### config.mk
export PLATFORM = sky130hd
export DESIGN_NAME = tmw_top
export DESIGN_NICKNAME = d
export VERILOG_FILES = /design/src/pkg/tmw_pkg.sv /design/src/rtl/tmw_top.sv
export SDC_FILE = /design/constraint.sdc
export NUM_CORES = 1
export LEC_CHECK = 0
export BUFFER_PORTS_ARGS = -buffer_cell sky130_fd_sc_hd__buf_2
export CAP_MARGIN = 20
export CORE_ASPECT_RATIO = 1.1
export CORE_MARGIN = 4
export CORE_UTILIZATION = 49
export DETAILED_ROUTE_END_ITERATION = 10
export PLACE_DENSITY = 0.71
export SYNTH_ARGS = -nofsm -noshare
export SYNTH_HDL_FRONTEND = slang
export SYNTH_SLANG_ARGS = --single-unit
### constraint.sdc
create_clock -name mclk_i -period 4.36 [get_ports mclk_i]
set_input_delay 0.436 -clock mclk_i [delete_from_list [all_inputs] [get_ports mclk_i]]
set_output_delay 0.436 -clock mclk_i [all_outputs]
set_load 0.005 [all_outputs]
### src/pkg/tmw_pkg.sv
// Package: register map, field positions and timing for the timer/watchdog block
package tmw_pkg;
  localparam int ADDR_W = 3;
  localparam int DATA_W = 8;
  // Register offsets
  localparam logic [2:0] OFS_CTRL = 3'h0;
  localparam logic [2:0] OFS_TIMER = 3'h1;
  localparam logic [2:0] OFS_WDCTRL = 3'h2;
  localparam logic [2:0] OFS_MASK2 = 3'h3;
  localparam logic [2:0] OFS_MASK1 = 3'h4;
  localparam logic [2:0] OFS_PEND = 3'h5;
  localparam logic [2:0] OFS_CMD = 3'h6;
  localparam logic [2:0] OFS_AUX = 3'h7;
  // Control register fields
  localparam int CT_EXT_EDGE = 7;
  localparam int CT_GATE = 6;
  localparam int CT_SRC = 5;
  localparam int CT_EDGE = 4;
  localparam int CT_PSE = 3;
  // Watchdog control fields
  localparam int WD_EN = 7;
  localparam int WD_EXTSEL = 6;
  localparam int WD_PSE = 3;
  // Interrupt bit positions, shared by masks and pending flags
  localparam int IRQ_TMR = 0;
  localparam int IRQ_CHG = 1;
  localparam int IRQ_EXT = 2;
  localparam int IRQ_T1 = 3;
  localparam int IRQ_T3 = 5;
  localparam int IRQ_ADC = 6;
  localparam logic [7:0] MASK1_USED = 8'h47;
  localparam logic [7:0] MASK2_USED = 8'h28;
  localparam logic [7:0] CTRL_WMASK = 8'hBF;
  localparam logic [7:0] WDCTRL_USED = 8'hCF;
  // Command bits (write-only strobes)
  localparam int CMD_GON = 0;
  localparam int CMD_GOFF = 1;
  localparam int CMD_WCLR = 2;
  localparam int CMD_SLEEP = 3;
  localparam int CMD_WAKE = 4;
  // Auxiliary register fields
  localparam int AUX_SLEEP = 0;
  localparam int AUX_WDTO = 1;
  localparam int AUX_CLKSEL = 6;
  // Reset values
  localparam logic [7:0] RST_BYTE = 8'h00;
  // Watchdog period with no prescaler
  localparam int WDT_PERIOD_US = 16500;
  localparam int CLK_MHZ = 10;
  localparam int WDT_CYCLES = WDT_PERIOD_US * CLK_MHZ;
  // Register bus request
  typedef struct packed {
    logic [ADDR_W-1:0] addr;
    logic [DATA_W-1:0] wdata;
    logic we;
    logic re;
  } tmw_bus_t;
endpackage

### src/rtl/tmw_top.sv
// Timer/counter, watchdog, two prescalers and interrupt masks with register port
//
// Contract
// - Mask two: bit 5 enables timer 3, bit 3 timer 1; rest read zero.
// - Mask one bit 6 enables the ADC-complete interrupt.
// - Mask one bit 2 enables the external-pin interrupt.
// - External comparison value resets to zero; rising edge on high pin fires.
// - Mask one bit 1 enables the input-change interrupt.
// - Mask one bit 0 enables timer overflow; bits 7, 5..3 read zero.
// - Global gate above masks, opened and closed by instructions.
// - Two separate 8-bit prescalers, one per timer.
// - Three-bit ratio fields in control and watchdog control registers.
// - Each write to the main timer clears its prescaler.
// - Watchdog clear and sleep clear watchdog counter and prescaler.
// - Main timer is 8-bit, increments per base clock without prescale.
// - Timer clock select bit chooses the base clock.
// - External source counts selected edges on the timer pin.
// - Main timer stops in sleep.
// - Watchdog keeps counting in sleep.
// - Enabled watchdog time-out resets the device.
// - Watchdog enable bit may change any time in normal mode.
// - Unscaled watchdog time-out is about 16.5 ms.
// - Prescale ratios 1:2 at 000 up to 1:256 at 111; off gives 1:1.
// - Source select 0 is internal clock, 1 is the timer pin.
// - Edge select 0 counts rising, 1 counts falling edges.
// - Watchdog control bit 7 enables the watchdog.
`timescale 1ns/1ps
module tmw_top #(
  parameter int WDT_CYCLES = tmw_pkg::WDT_CYCLES
) (
  input wire logic mclk_i,
  input wire logic rst_i,
  input wire logic ce_i,
  input wire tmw_pkg::tmw_bus_t bus_i,
  output logic [7:0] rdata_o,
  input wire logic fc_main_tick_i,
  input wire logic fc_sub_tick_i,
  input wire logic timer_pin_i,
  input wire logic ext_pin_i,
  input wire logic adc_done_i,
  input wire logic input_change_i,
  input wire logic timer1_event_i,
  input wire logic timer3_event_i,
  output logic irq_o,
  output logic sleep_o,
  output logic wdt_reset_o
);

  //////////////////////////////////////////////////////////////////////////////
  // Elaboration check
  generate
    if (WDT_CYCLES < 2) begin : g_bad_wdt
      $error("WDT_CYCLES must be at least 2");
    end
  endgenerate

  //////////////////////////////////////////////////////////////////////////////
  // Declarations
  logic [7:0] ctrl_reg;
  logic [7:0] timer_reg;
  logic [7:0] wdctrl_reg;
  logic [7:0] mask2_reg;
  logic [7:0] mask1_reg;
  logic [7:0] pend_reg;
  logic [7:0] pend_next;
  logic [7:0] tpre_reg;
  logic [7:0] wpre_reg;
  logic [31:0] wcnt_reg;
  logic gate_reg;
  logic sleep_reg;
  logic wdto_reg;
  logic clksel_reg;
  logic tpin_prev_reg;
  logic ext_cmp_reg;
  logic wr_timer;
  logic wr_cmd;
  logic base_tick;
  logic pin_edge;
  logic src_tick;
  logic timer_tick;
  logic wdt_tick;
  logic wdt_clear;
  logic wdt_expire;
  logic ext_hit;
  logic [7:0] tpre_mask;
  logic [7:0] wpre_mask;
  logic [7:0] rd_mux;

  //////////////////////////////////////////////////////////////////////////////
  // Write decode
  assign wr_timer = bus_i.we && (bus_i.addr == tmw_pkg::OFS_TIMER);
  assign wr_cmd = bus_i.we && (bus_i.addr == tmw_pkg::OFS_CMD);

  // Control register; gate bit is only a mirror of the global gate
  always_ff @(posedge mclk_i or posedge rst_i) begin
    if (rst_i) begin
      ctrl_reg <= tmw_pkg::RST_BYTE;
    end else if (ce_i && bus_i.we && bus_i.addr == tmw_pkg::OFS_CTRL) begin
      ctrl_reg <= bus_i.wdata & tmw_pkg::CTRL_WMASK;
    end
  end

  // Watchdog control; writable any time so software can toggle enable
  always_ff @(posedge mclk_i or posedge rst_i) begin
    if (rst_i) begin
      wdctrl_reg <= tmw_pkg::RST_BYTE;
    end else if (ce_i && bus_i.we && bus_i.addr == tmw_pkg::OFS_WDCTRL) begin
      wdctrl_reg <= bus_i.wdata & tmw_pkg::WDCTRL_USED;
    end
  end

  // Mask registers; unused bits never store so they read zero
  always_ff @(posedge mclk_i or posedge rst_i) begin
    if (rst_i) begin
      mask2_reg <= tmw_pkg::RST_BYTE;
      mask1_reg <= tmw_pkg::RST_BYTE;
    end else if (ce_i && bus_i.we) begin
      if (bus_i.addr == tmw_pkg::OFS_MASK2) begin
        mask2_reg <= bus_i.wdata & tmw_pkg::MASK2_USED;
      end
      if (bus_i.addr == tmw_pkg::OFS_MASK1) begin
        mask1_reg <= bus_i.wdata & tmw_pkg::MASK1_USED;
      end
    end
  end

  // Auxiliary: base clock select
  always_ff @(posedge mclk_i or posedge rst_i) begin
    if (rst_i) begin
      clksel_reg <= 1'b0;
    end else if (ce_i && bus_i.we && bus_i.addr == tmw_pkg::OFS_AUX) begin
      clksel_reg <= bus_i.wdata[tmw_pkg::AUX_CLKSEL];
    end
  end

  //////////////////////////////////////////////////////////////////////////////
  // Global gate, opened and closed by instruction strobes
  always_ff @(posedge mclk_i or posedge rst_i) begin
    if (rst_i) begin
      gate_reg <= 1'b0;
    end else if (ce_i && wr_cmd) begin
      if (bus_i.wdata[tmw_pkg::CMD_GOFF]) begin
        gate_reg <= 1'b0;
      end else if (bus_i.wdata[tmw_pkg::CMD_GON]) begin
        gate_reg <= 1'b1;
      end
    end
  end

  // Sleep state; left by a wake command or an enabled pending event
  always_ff @(posedge mclk_i or posedge rst_i) begin
    if (rst_i) begin
      sleep_reg <= 1'b0;
    end else if (ce_i) begin
      if (wr_cmd && bus_i.wdata[tmw_pkg::CMD_SLEEP]) begin
        sleep_reg <= 1'b1;
      end else if ((wr_cmd && bus_i.wdata[tmw_pkg::CMD_WAKE]) ||
                   (|(pend_reg & (mask1_reg | mask2_reg)))) begin
        sleep_reg <= 1'b0;
      end
    end
  end

  //////////////////////////////////////////////////////////////////////////////
  // Main timer source: base clock, or sampled pin edge
  assign base_tick = clksel_reg ? fc_sub_tick_i : fc_main_tick_i;
  // Pin assumed stable over more than one clock, so one sample per level is seen
  assign pin_edge = ctrl_reg[tmw_pkg::CT_EDGE] ?
                    (tpin_prev_reg && !timer_pin_i) :
                    (!tpin_prev_reg && timer_pin_i);
  assign src_tick = ctrl_reg[tmw_pkg::CT_SRC] ? pin_edge : base_tick;

  // Pin history for edge detection
  always_ff @(posedge mclk_i or posedge rst_i) begin
    if (rst_i) begin
      tpin_prev_reg <= 1'b0;
    end else if (ce_i) begin
      tpin_prev_reg <= timer_pin_i;
    end
  end

  // Prescale tap: low ratio+1 bits all ones gives 2^(ratio+1) division
  assign tpre_mask = 8'(9'h002 << ctrl_reg[2:0]) - 8'h01;
  assign timer_tick = src_tick && (!ctrl_reg[tmw_pkg::CT_PSE] ||
                      ((tpre_reg & tpre_mask) == tpre_mask));

  // Timer prescaler, frozen in sleep, cleared by timer writes
  always_ff @(posedge mclk_i or posedge rst_i) begin
    if (rst_i) begin
      tpre_reg <= 8'h00;
    end else if (ce_i) begin
      if (wr_timer) begin
        tpre_reg <= 8'h00;
      end else if (src_tick && !sleep_reg) begin
        tpre_reg <= tpre_reg + 8'h01;
      end
    end
  end

  // Main timer counter; software write takes priority over a tick
  always_ff @(posedge mclk_i or posedge rst_i) begin
    if (rst_i) begin
      timer_reg <= 8'h00;
    end else if (ce_i) begin
      if (wr_timer) begin
        timer_reg <= bus_i.wdata;
      end else if (timer_tick && !sleep_reg) begin
        timer_reg <= timer_reg + 8'h01;
      end
    end
  end

  //////////////////////////////////////////////////////////////////////////////
  // External pin edge against comparison value that starts at zero
  always_ff @(posedge mclk_i or posedge rst_i) begin
    if (rst_i) begin
      ext_cmp_reg <= 1'b0;
    end else if (ce_i && wdctrl_reg[tmw_pkg::WD_EXTSEL]) begin
      ext_cmp_reg <= ext_pin_i;
    end
  end

  // Pin path masked until function select is set
  assign ext_hit = wdctrl_reg[tmw_pkg::WD_EXTSEL] && (ctrl_reg[tmw_pkg::CT_EXT_EDGE] ?
                   (ext_cmp_reg && !ext_pin_i) : (!ext_cmp_reg && ext_pin_i));

  //////////////////////////////////////////////////////////////////////////////
  // Pending flags: event sets win over write-one-to-clear
  always_comb begin
    pend_next = pend_reg;
    if (bus_i.we && bus_i.addr == tmw_pkg::OFS_PEND) begin
      pend_next = pend_reg & ~bus_i.wdata;
    end
    if (timer_tick && !sleep_reg && !wr_timer && timer_reg == 8'hFF) begin
      pend_next[tmw_pkg::IRQ_TMR] = 1'b1;
    end
    if (input_change_i) begin
      pend_next[tmw_pkg::IRQ_CHG] = 1'b1;
    end
    if (ext_hit) begin
      pend_next[tmw_pkg::IRQ_EXT] = 1'b1;
    end
    if (timer1_event_i) begin
      pend_next[tmw_pkg::IRQ_T1] = 1'b1;
    end
    if (timer3_event_i) begin
      pend_next[tmw_pkg::IRQ_T3] = 1'b1;
    end
    if (adc_done_i) begin
      pend_next[tmw_pkg::IRQ_ADC] = 1'b1;
    end
  end

  // Flag storage
  always_ff @(posedge mclk_i or posedge rst_i) begin
    if (rst_i) begin
      pend_reg <= 8'h00;
    end else if (ce_i) begin
      pend_reg <= pend_next;
    end
  end

  // Interrupt request: masks positions do not overlap, so OR them
  always_ff @(posedge mclk_i or posedge rst_i) begin
    if (rst_i) begin
      irq_o <= 1'b0;
    end else if (ce_i) begin
      irq_o <= gate_reg && (|(pend_next & (mask1_reg | mask2_reg)));
    end
  end

  //////////////////////////////////////////////////////////////////////////////
  // Watchdog: one clock stands in for the free-running RC oscillator
  assign wdt_clear = wr_cmd && (bus_i.wdata[tmw_pkg::CMD_WCLR] ||
                     bus_i.wdata[tmw_pkg::CMD_SLEEP]);
  assign wpre_mask = 8'(9'h002 << wdctrl_reg[2:0]) - 8'h01;
  assign wdt_tick = !wdctrl_reg[tmw_pkg::WD_PSE] ||
                    ((wpre_reg & wpre_mask) == wpre_mask);
  assign wdt_expire = wdctrl_reg[tmw_pkg::WD_EN] && wdt_tick &&
                      (wcnt_reg == 32'(WDT_CYCLES - 1));

  // Watchdog prescaler; not gated by sleep
  always_ff @(posedge mclk_i or posedge rst_i) begin
    if (rst_i) begin
      wpre_reg <= 8'h00;
    end else if (ce_i) begin
      if (wdt_clear || !wdctrl_reg[tmw_pkg::WD_EN]) begin
        wpre_reg <= 8'h00;
      end else begin
        wpre_reg <= wpre_reg + 8'h01;
      end
    end
  end

  // Watchdog counter; restarts after a time-out
  always_ff @(posedge mclk_i or posedge rst_i) begin
    if (rst_i) begin
      wcnt_reg <= 32'h0000_0000;
    end else if (ce_i) begin
      if (wdt_clear || wdt_expire || !wdctrl_reg[tmw_pkg::WD_EN]) begin
        wcnt_reg <= 32'h0000_0000;
      end else if (wdt_tick) begin
        wcnt_reg <= wcnt_reg + 32'h0000_0001;
      end
    end
  end

  // Reset request pulse and sticky time-out status
  always_ff @(posedge mclk_i or posedge rst_i) begin
    if (rst_i) begin
      wdt_reset_o <= 1'b0;
      wdto_reg <= 1'b0;
    end else if (ce_i) begin
      wdt_reset_o <= wdt_expire;
      if (wdt_expire) begin
        wdto_reg <= 1'b1;
      end else if (bus_i.we && bus_i.addr == tmw_pkg::OFS_AUX &&
                   bus_i.wdata[tmw_pkg::AUX_WDTO]) begin
        wdto_reg <= 1'b0;
      end
    end
  end

  //////////////////////////////////////////////////////////////////////////////
  // Read mux; command register reads as zero
  always_comb begin
    rd_mux = 8'h00;
    unique case (bus_i.addr)
      tmw_pkg::OFS_CTRL: begin
        rd_mux = ctrl_reg;
        rd_mux[tmw_pkg::CT_GATE] = gate_reg;
      end
      tmw_pkg::OFS_TIMER: rd_mux = timer_reg;
      tmw_pkg::OFS_WDCTRL: rd_mux = wdctrl_reg;
      tmw_pkg::OFS_MASK2: rd_mux = mask2_reg;
      tmw_pkg::OFS_MASK1: rd_mux = mask1_reg;
      tmw_pkg::OFS_PEND: rd_mux = pend_reg;
      tmw_pkg::OFS_CMD: rd_mux = 8'h00;
      tmw_pkg::OFS_AUX: begin
        rd_mux[tmw_pkg::AUX_SLEEP] = sleep_reg;
        rd_mux[tmw_pkg::AUX_WDTO] = wdto_reg;
        rd_mux[tmw_pkg::AUX_CLKSEL] = clksel_reg;
      end
    endcase
  end

  // Read data stand one cycle after the strobe, zero otherwise
  always_ff @(posedge mclk_i or posedge rst_i) begin
    if (rst_i) begin
      rdata_o <= 8'h00;
    end else if (ce_i) begin
      rdata_o <= bus_i.re ? rd_mux : 8'h00;
    end
  end

  // Sleep indication
  always_ff @(posedge mclk_i or posedge rst_i) begin
    if (rst_i) begin
      sleep_o <= 1'b0;
    end else if (ce_i) begin
      sleep_o <= sleep_reg;
    end
  end

endmodule

==> summary by stage, run 1 <==
Synthesis
The most frequently used flop master after synthesis is sky130_fd_sc_hd__dfrtp_1. Sorting the synthesized cells by area gives the leading types as sky130_fd_sc_hd__dfrtp_1 43%, sky130_fd_sc_hd__mux2_2 5.0%, sky130_fd_sc_hd__nand2_1 3.6%. In this run the mean area of a mapped cell was 9.342 um^2.

The leading cell type by number of instances after synthesis is sky130_fd_sc_hd__dfrtp_1. The library cell occupying the most area in the post-synthesis netlist is sky130_fd_sc_hd__dfrtp_1. In this run the cell area of the synthesized design comes to 5886 um^2. After synthesis, the netlist uses 66 different library cells. Yosys printed 0 warnings. The sequential area share after synthesis is 0.4252.

The flip-flop and latch count after synthesis is 100. Of the post-synthesis cell area, the dominant cell type holds 0.4252. The number of enable flip-flop cells after synthesis is 0. After synthesis, the most frequently instantiated cells are 100 x sky130_fd_sc_hd__dfrtp_1, 56 x sky130_fd_sc_hd__nand2_1, 36 x sky130_fd_sc_hd__o21ai_0. In the synthesized netlist the async set-or-reset flop fraction comes to 1.000. The number of standard cells after synthesis is 630. When the netlist entered floorplanning its net count stood at 660.

Min path
The type of the most critical hold path is input port to asynchronous set/reset pin.

Critical path
Walking the worst path, the cells encountered are or3_4 -> ha_1 -> or4bb_1 -> a31oi_1 -> a2111oi_4 -> a21oi_4 -> buf_4 -> o31ai_1 -> a22oi_1. The dominant delay contributor by cell family on the critical path is compound AO/OA/AOI/OAI gates. STA classifies the critical path endpoint as a flop.

In this run the worst path has a maximum fanout of 61. The data required time of the worst path is 4610 ps. The critical path is of the flop to flop type. The slowest cell on the critical path is sky130_fd_sc_hd__dfrtp_1. Data on the critical path arrives at its endpoint at 3530 ps. In this run the worst setup path begins at wdctrl_reg[2]$_DFFE_PP0P_.

The largest stage delay on the critical path is 500 ps. The worst register-to-register path begins at wdctrl_reg[2]$_DFFE_PP0P_. The element type at the critical path start is a flop. Together, buffers and inverters on the worst path number 1.

Timing
The number of pins exceeding their max-slew limit in the final report is 0. The post-route minimum period is 3287 ps. The share of the cycle needed by the critical path after routing is 0.7538. Timing would allow up to 304.3 MHz. The transition time of the tightest slew-check pin is 800.3 ps. The normalized max-slew margin is 0.4624. The total negative slack for setup checks is 0 ps. The count of endpoints failing hold in the final timing report is 0.

The number of endpoints failing setup at the final stage is 0. Setup repair after global routing left no endpoint under its margin. On the final layout, the worst clock skew is 8.584 ps.

Floorplanning
The die covers 13830 um^2. The count of boundary I/O pins is 35. The y dimension of the die is 122.9 um. The row count is 41. The starting utilization of the core area is 0.5077. The core area is 11590 um^2. From left edge to right edge, the die measures 112.5 um.

Clock network
The post-CTS clock slew at the launch and capture registers of the worst setup and hold paths is 70 ps. The H-tree depth reported by CTS is 3. The clock tree from TritonCTS is done. The TritonCTS buffer count is 9. The insertion delay to the later sink of the worst-skew pair is 360 ps.

The number of hold buffers added after cts is 0. The clock drives 100 sinks. The number of buffers inserted to repair setup after CTS is 0. The number of gates resized after cts is 0. In this run the clock root is driven by a sky130_fd_sc_hd__clkbuf_16.

The maximum buffer depth of the clock tree is 2.

Final layout
The number of nets in the layout is 674. Counting the fill cells in the layout gives 1039. The register with the most flip-flops in the layout has 32 of them. The area growth from synthesis to layout is 9.354%. The share of final-layout standard cells stronger than drive strength 1 is 0.1464. The number of diodes is 0.

Global route
The via count of the first global-routing pass is 5030. The pin count of the biggest net entering global routing is 62. The global route total overflow is 0. The initial antenna violation count is 0. The first global-routing pass estimated 25.01 mm of wire.

In the global route stage, overall resource usage came out at 0.2256.

Route
The initial DRC count is 550. For this run, design rule violations remaining after detail routing come to 0. The first detailed-routing pass ran for 5 iterations. The routed wire length is 15.23 mm.

After detailed routing, the average wire length per cell comes to 19.06 um. The routed layout has 5249 vias. The remaining number of nets flagged by the antenna check after routing is 0.

After detailed routing, the number of vias per cell comes to 6.569.

Place
The number of port buffers is 34. The global placer's final weighted congestion is 0.8301. The placed wire-length estimate is 10.34 mm.

Power
The internal portion of the total power is 1.736 mW. The share of total power dissipated in the clock network is 0.293. For this design the total switching power over the nets is 921.1 uW. The power per cell area is 412.8 nW/um^2.

Summed over all cells, the static leakage comes to 2.687 nW. The switching part of the total is 0.3467. The total power consumption of the routed design is 2.657 mW. VDD sags by at most 0.3098 mV. The portion of total power attributed to combinational logic is 0.244.

The share of total power dissipated in sequential elements is 0.463.

Outcome
The flow ran to the end, and the final reports show no timing, DRC or antenna violations.

Run
The max-capacitance violation count is 0.
==> final timing paths <==
kind                                            to  slack, ps  cells past startpoint
max                        wcnt_reg[9]$_DFFE_PP0P_       1070                      9
min                        tpre_reg[3]$_DFFE_PP0P_        180                      2
max reg2reg                wcnt_reg[9]$_DFFE_PP0P_       1070                      9
min reg2reg                    sleep_o$_DFFE_PP0P_        510                      1
max in group asynchronous   rdata_o[3]$_DFFE_PP0P_       3170                      3
min in group mclk_i        pend_reg[1]$_DFFE_PP0P_        320                      2
==> per-stage QoR <==
step	hold WS, ps	std cells	instance area, um^2	util	setup slack [ps]
3_3_place_gp	495.7	782	6140	0.5296	974.4
4_1_cts	230.7	798	6421	0.5539	672.6
6_report	181.2	799	6436	0.5551	1073
5_1_grt	250.5	799	6436	0.5551	949.1
3_5_place_dp	487.7	782	6140	0.5296	680.9
2_1_floorplan	463.4	630	5886	-	1305
==> cells by family (layout without fill, tap and decap cells) <==
kind of cell    Yosys count  count (layout)  synth area share
buf+inv                  61              80           0.04464
flops                   100             100            0.4252
compound gates          174             174            0.2096
mux                      37              37           0.07058
fa+ha+maj                 6               6           0.01275
xor+xnor                 11              11           0.01637
simple gates            241             241            0.2209
==> layout by cell type, fill, tap and decap left out, types with 5 or more instances in the layout <==
master / n
sky130_fd_sc_hd__a22oi_1: 27
sky130_fd_sc_hd__buf_4: 7
sky130_fd_sc_hd__a21boi_0: 9
sky130_fd_sc_hd__nor2b_1: 5
sky130_fd_sc_hd__nand4_1: 21
sky130_fd_sc_hd__nand2b_1: 5
sky130_fd_sc_hd__clkbuf_16: 9
sky130_fd_sc_hd__a2bb2oi_1: 10
sky130_fd_sc_hd__inv_1: 20
sky130_fd_sc_hd__dfrtp_1: 100
sky130_fd_sc_hd__nand3_1: 35
sky130_fd_sc_hd__and4_1: 5
sky130_fd_sc_hd__a22o_1: 8
sky130_fd_sc_hd__nor4_1: 6
sky130_fd_sc_hd__or4_1: 20
sky130_fd_sc_hd__buf_2: 34
sky130_fd_sc_hd__nand2_1: 56
sky130_fd_sc_hd__mux2i_1: 10
sky130_fd_sc_hd__o22ai_1: 7
sky130_fd_sc_hd__o21a_1: 6
sky130_fd_sc_hd__xor2_1: 7
sky130_fd_sc_hd__o31ai_1: 22
sky130_fd_sc_hd__a31oi_1: 7
sky130_fd_sc_hd__nor3_1: 18
sky130_fd_sc_hd__a21oi_1: 15
sky130_fd_sc_hd__ha_1: 6
sky130_fd_sc_hd__and3_1: 9
sky130_fd_sc_hd__o21ai_0: 36
sky130_fd_sc_hd__mux2_2: 26
sky130_fd_sc_hd__nor2_1: 33
sky130_fd_sc_hd__or3_1: 9
==> power by group through the flow <==
| stage | Sequential (mW) | Clock, mW | Combinational, mW |
|---|---|---|---|
| after CTS | 1.23 | 0.796 | 0.642 |
| after global placement | 1.24 | 0 | 0.616 |
| after floorplan | 1.18 | 0 | 0.518 |
| after global routing | 1.25 | 0.834 | 0.721 |
| after detailed placement | 1.25 | 0 | 0.639 |
| final | 1.23 | 0.779 | 0.647 |
==> worst register-to-register path, stage by stage (launching register included) <==
cell                        delay, ps
sky130_fd_sc_hd__dfrtp_1          500
sky130_fd_sc_hd__or3_4            460
sky130_fd_sc_hd__ha_1             300
sky130_fd_sc_hd__or4bb_1          490
sky130_fd_sc_hd__a31oi_1          290
sky130_fd_sc_hd__a2111oi_4         80
sky130_fd_sc_hd__a21oi_4          160
sky130_fd_sc_hd__buf_4            460
sky130_fd_sc_hd__o31ai_1          180
sky130_fd_sc_hd__a22oi_1          260
==> area by class of cell <==
class                      instances  area, um^2  share of cell area
timing repair buffer              42       237.7             0.03694
tap                              150       187.7             0.02916
multi-input combinational        469        3142              0.4881
clock inverter                     7       56.30            0.008748
clock buffer                       9       225.2             0.03499
inverter                          22       85.08             0.01322
sequential                       100        2502              0.3888
==> routing by layer <==
| layer | part of all wire | track usage | vias up |
|---|---|---|---|
| met3 | 0.051 | 0.05091 | 40 |
| met1 | 0.42 | 0.2819 | 2608 |
| met2 | 0.50 | 0.3782 | 165 |
| li1 | - | - | 2436 |
| met5 | 0 | 0 | - |
| met4 | 0.030 | 0.09767 | 0 |
No activity file was read; power rests on OpenSTA's default activity.
==> inputs of run 2 (changes only) <==
==> constraint.sdc (replaced) <==
create_clock -name mclk_i -period 3.3 [get_ports mclk_i]
set_input_delay 0.33 -clock mclk_i [delete_from_list [all_inputs] [get_ports mclk_i]]
set_output_delay 0.33 -clock mclk_i [all_outputs]
set_load 0.005 [all_outputs]
==> run 2 against run 1 <==
Compared with the run above:
- critical path depth unchanged
- cell area up 2.3%
- clock skew about the same
- die area unchanged
- first-iteration DRC count up 17%
- wire length about the same
- largest cell class unchanged
==> summary by stage, run 2 (synthesis results as in run 1) <==
Outcome
Run status: complete, no violations (unchanged).

Route
The remaining number of nets flagged by the antenna check after routing is 0 (unchanged). The vias per cell is 6.439 (was 6.569). The DRC violations left is 0 (unchanged). The routed wire length is 15.24 mm (was 15.23 mm). The initial DRC count was 646 (was 550). The per-cell routed wire length is 18.89 um (was 19.06 um). The total vias in the final route is 5196 (was 5249).

The first-pass iteration count of the detailed router is 5 (unchanged).

Clock network
The number of buffers inserted to repair setup after CTS came to 0 (unchanged). The number of gates resized after cts came to 0 (unchanged). The number of hold buffers added after cts came to 0 (unchanged).

The clock tree root buffer cell is sky130_fd_sc_hd__clkbuf_16 (unchanged). The maximum buffer depth of the clock tree is 2 (unchanged). The clock tree from TritonCTS was done (unchanged). The H-tree depth reported by CTS was 3 (unchanged). The post-CTS clock slew at the launch and capture registers of the worst setup and hold paths is 70 ps (about the same).

The insertion delay to the later sink of the worst-skew pair is 350 ps (was 360 ps). The TritonCTS buffer count is 9 (unchanged). The number of clock sinks is 100 (unchanged).

Final layout
The number of diodes is 0 (unchanged). The area growth from synthesis to layout is 11.90% (was 9.354%). The number of nets in the layout is 682 (was 674). The number of flip-flops in the largest register came to 32 (unchanged).

The non-filler instance count after layout is 807 (was 799). The share of final-layout standard cells stronger than drive strength 1 came to 0.1568 (was 0.1464). The number of fillers in the final layout is 1041 (was 1039). The most common cell after layout, fill and taps aside is sky130_fd_sc_hd__dfrtp_1 (unchanged). Highest-count cells in the layout ignoring fill and taps: 100 x sky130_fd_sc_hd__dfrtp_1, 56 x sky130_fd_sc_hd__nand2_1, 36 x sky130_fd_sc_hd__o21ai_0, 35 x sky130_fd_sc_hd__nand3_1, 34 x sky130_fd_sc_hd__buf_2 (unchanged).

Timing
The transition time of the tightest slew-check pin is 764.8 ps (was 800.3 ps). The top achievable clock speed is 339.4 MHz (was 304.3 MHz). Unrepaired setup endpoints after global routing: false (unchanged). The setup skew after layout is 8.092 ps (was 8.584 ps). The count of endpoints failing hold in the final timing report was 0 (unchanged). The share of the cycle needed by the critical path after routing came to 0.8928 (was 0.7538). The number of endpoints failing setup at the final stage came to 0 (unchanged). The number of pins exceeding their max-slew limit in the final report came to 0 (unchanged). The post-route minimum period is 2946 ps (was 3287 ps). The total negative slack for setup checks is 0 ps (unchanged). The normalized max-slew margin is 0.4862 (was 0.4624).

Critical path
The element type at the critical path start is a flop (unchanged). The data arrival time of the critical path is 3210 ps (was 3530 ps). The maximum fanout along the worst path is 23 (was 61). The data required time of the worst path came to 3560 ps (was 4610 ps).

The startpoint-to-endpoint class of the critical path is flop to flop (unchanged). The number of cell instances on the worst register-to-register path came to 9 (unchanged). The category of the worst setup path capture point is a flop (unchanged).

Power
The leakage dissipation is 2.760 nW (was 2.687 nW). The power per cell area is 565.6 nW/um^2 (was 412.8 nW/um^2). The peak supply drop is 0.5065 mV (was 0.3098 mV).

Min path
The type of the most critical hold path is input port to asynchronous set/reset pin (unchanged).

Place
The global placer's final weighted congestion is 0.9134 (was 0.8301). The total instance count after detailed placement is 790 (was 782). The placed wire-length estimate came to 10.28 mm (was 10.34 mm).

The number of port buffers was 34 (unchanged).

Floorplanning
The die outline area is 13830 um^2 (unchanged). The core area was 11590 um^2 (unchanged). The die extent in x is 112.5 um (unchanged).

The starting utilization of the core area is 0.5077 (unchanged). The count of boundary I/O pins is 35 (unchanged). The y dimension of the die was 122.9 um (unchanged). The row count is 41 (unchanged).

Global route
The overall routing resource usage came to 0.2298 (was 0.2256). The wire length of the first global-routing pass came to 25.52 mm (was 25.01 mm). The global route total overflow is 0 (unchanged).

The initial antenna violation count is 0 (unchanged). The pin count of the biggest net entering global routing is 101 (was 62). The via count of the first global-routing pass is 5047 (was 5030).

Run
The max-capacitance violation count was 0 (unchanged).
-- run 2: worst max-delay path, stage by stage (launching register included) --
cell and delay (ps):
sky130_fd_sc_hd__dfrtp_1 380, sky130_fd_sc_hd__or3_4 410, sky130_fd_sc_hd__ha_1 300, sky130_fd_sc_hd__or4bb_1 500, sky130_fd_sc_hd__a31oi_1 280, sky130_fd_sc_hd__a2111oi_4 60
sky130_fd_sc_hd__a21boi_1 310, sky130_fd_sc_hd__o31ai_4 170, sky130_fd_sc_hd__buf_16 210, sky130_fd_sc_hd__a22oi_1 220
-- run 2: layout make-up --
cell class / count / area [um^2] / share of cell area
sequential: 100 / 2502 / 0.3799
timing repair buffer: 50 / 335.3 / 0.05091
tap: 150 / 187.7 / 0.02850
inverter: 22 / 85.08 / 0.01292
multi-input combinational: 469 / 3142 / 0.4770
clock buffer: 10 / 239.0 / 0.03628
clock inverter: 6 / 95.09 / 0.01444
-- run 2: worst paths after layout --
kind                                      startpoint                       end  slack, ps
min in group mclk_i                   timer3_event_i   pend_reg[5]$_DFFE_PP0P_        220
setup reg to reg           wdctrl_reg[2]$_DFFE_PP0P_  wcnt_reg[19]$_DFFE_PP0P_        350
max in group asynchronous                      rst_i   ctrl_reg[5]$_DFFE_PP0P_       2800
hold / removal                                 rst_i       sleep_o$_DFFE_PP0P_        100
setup / recovery           wdctrl_reg[2]$_DFFE_PP0P_  wcnt_reg[19]$_DFFE_PP0P_        350
hold reg to reg                  sleep_o$_DFFE_PP0P_       sleep_o$_DFFE_PP0P_        500
-- run 2: where the power goes --
| part | switching (mW) | internal, mW |
|---|---|---|
| logic | 0.515 | 0.406 |
| registers | 0.206 | 1.40 |
| clock network | 0.500 | 0.694 |
-- run 2: per-stage QoR --
stage / setup WS (ps) / hold WS (ps) / utilization / power (mW) / instance area (um^2)
detailed placement: -20.21 / 488.2 / 0.5369 / 2.532 / 6225
global placement: 143.3 / 493.7 / 0.5369 / 2.481 / 6225
CTS: 10.92 / 126.6 / 0.5657 / 3.730 / 6559
floorplan: 351.2 / 415.7 / - / 2.246 / 5886
global route: 210.9 / 145.4 / 0.5681 / 3.939 / 6586
finish: 353.7 / 97.95 / 0.5681 / 3.725 / 6586
-- run 2: per-layer routing --
layer	track usage	vias to the layer above	wire length (um)
met3	0.04650	31	813
li1	-	2445	-
met4	0.08715	0	380
met2	0.3800	162	7469
met5	0	-	0
met1	0.3006	2558	6578
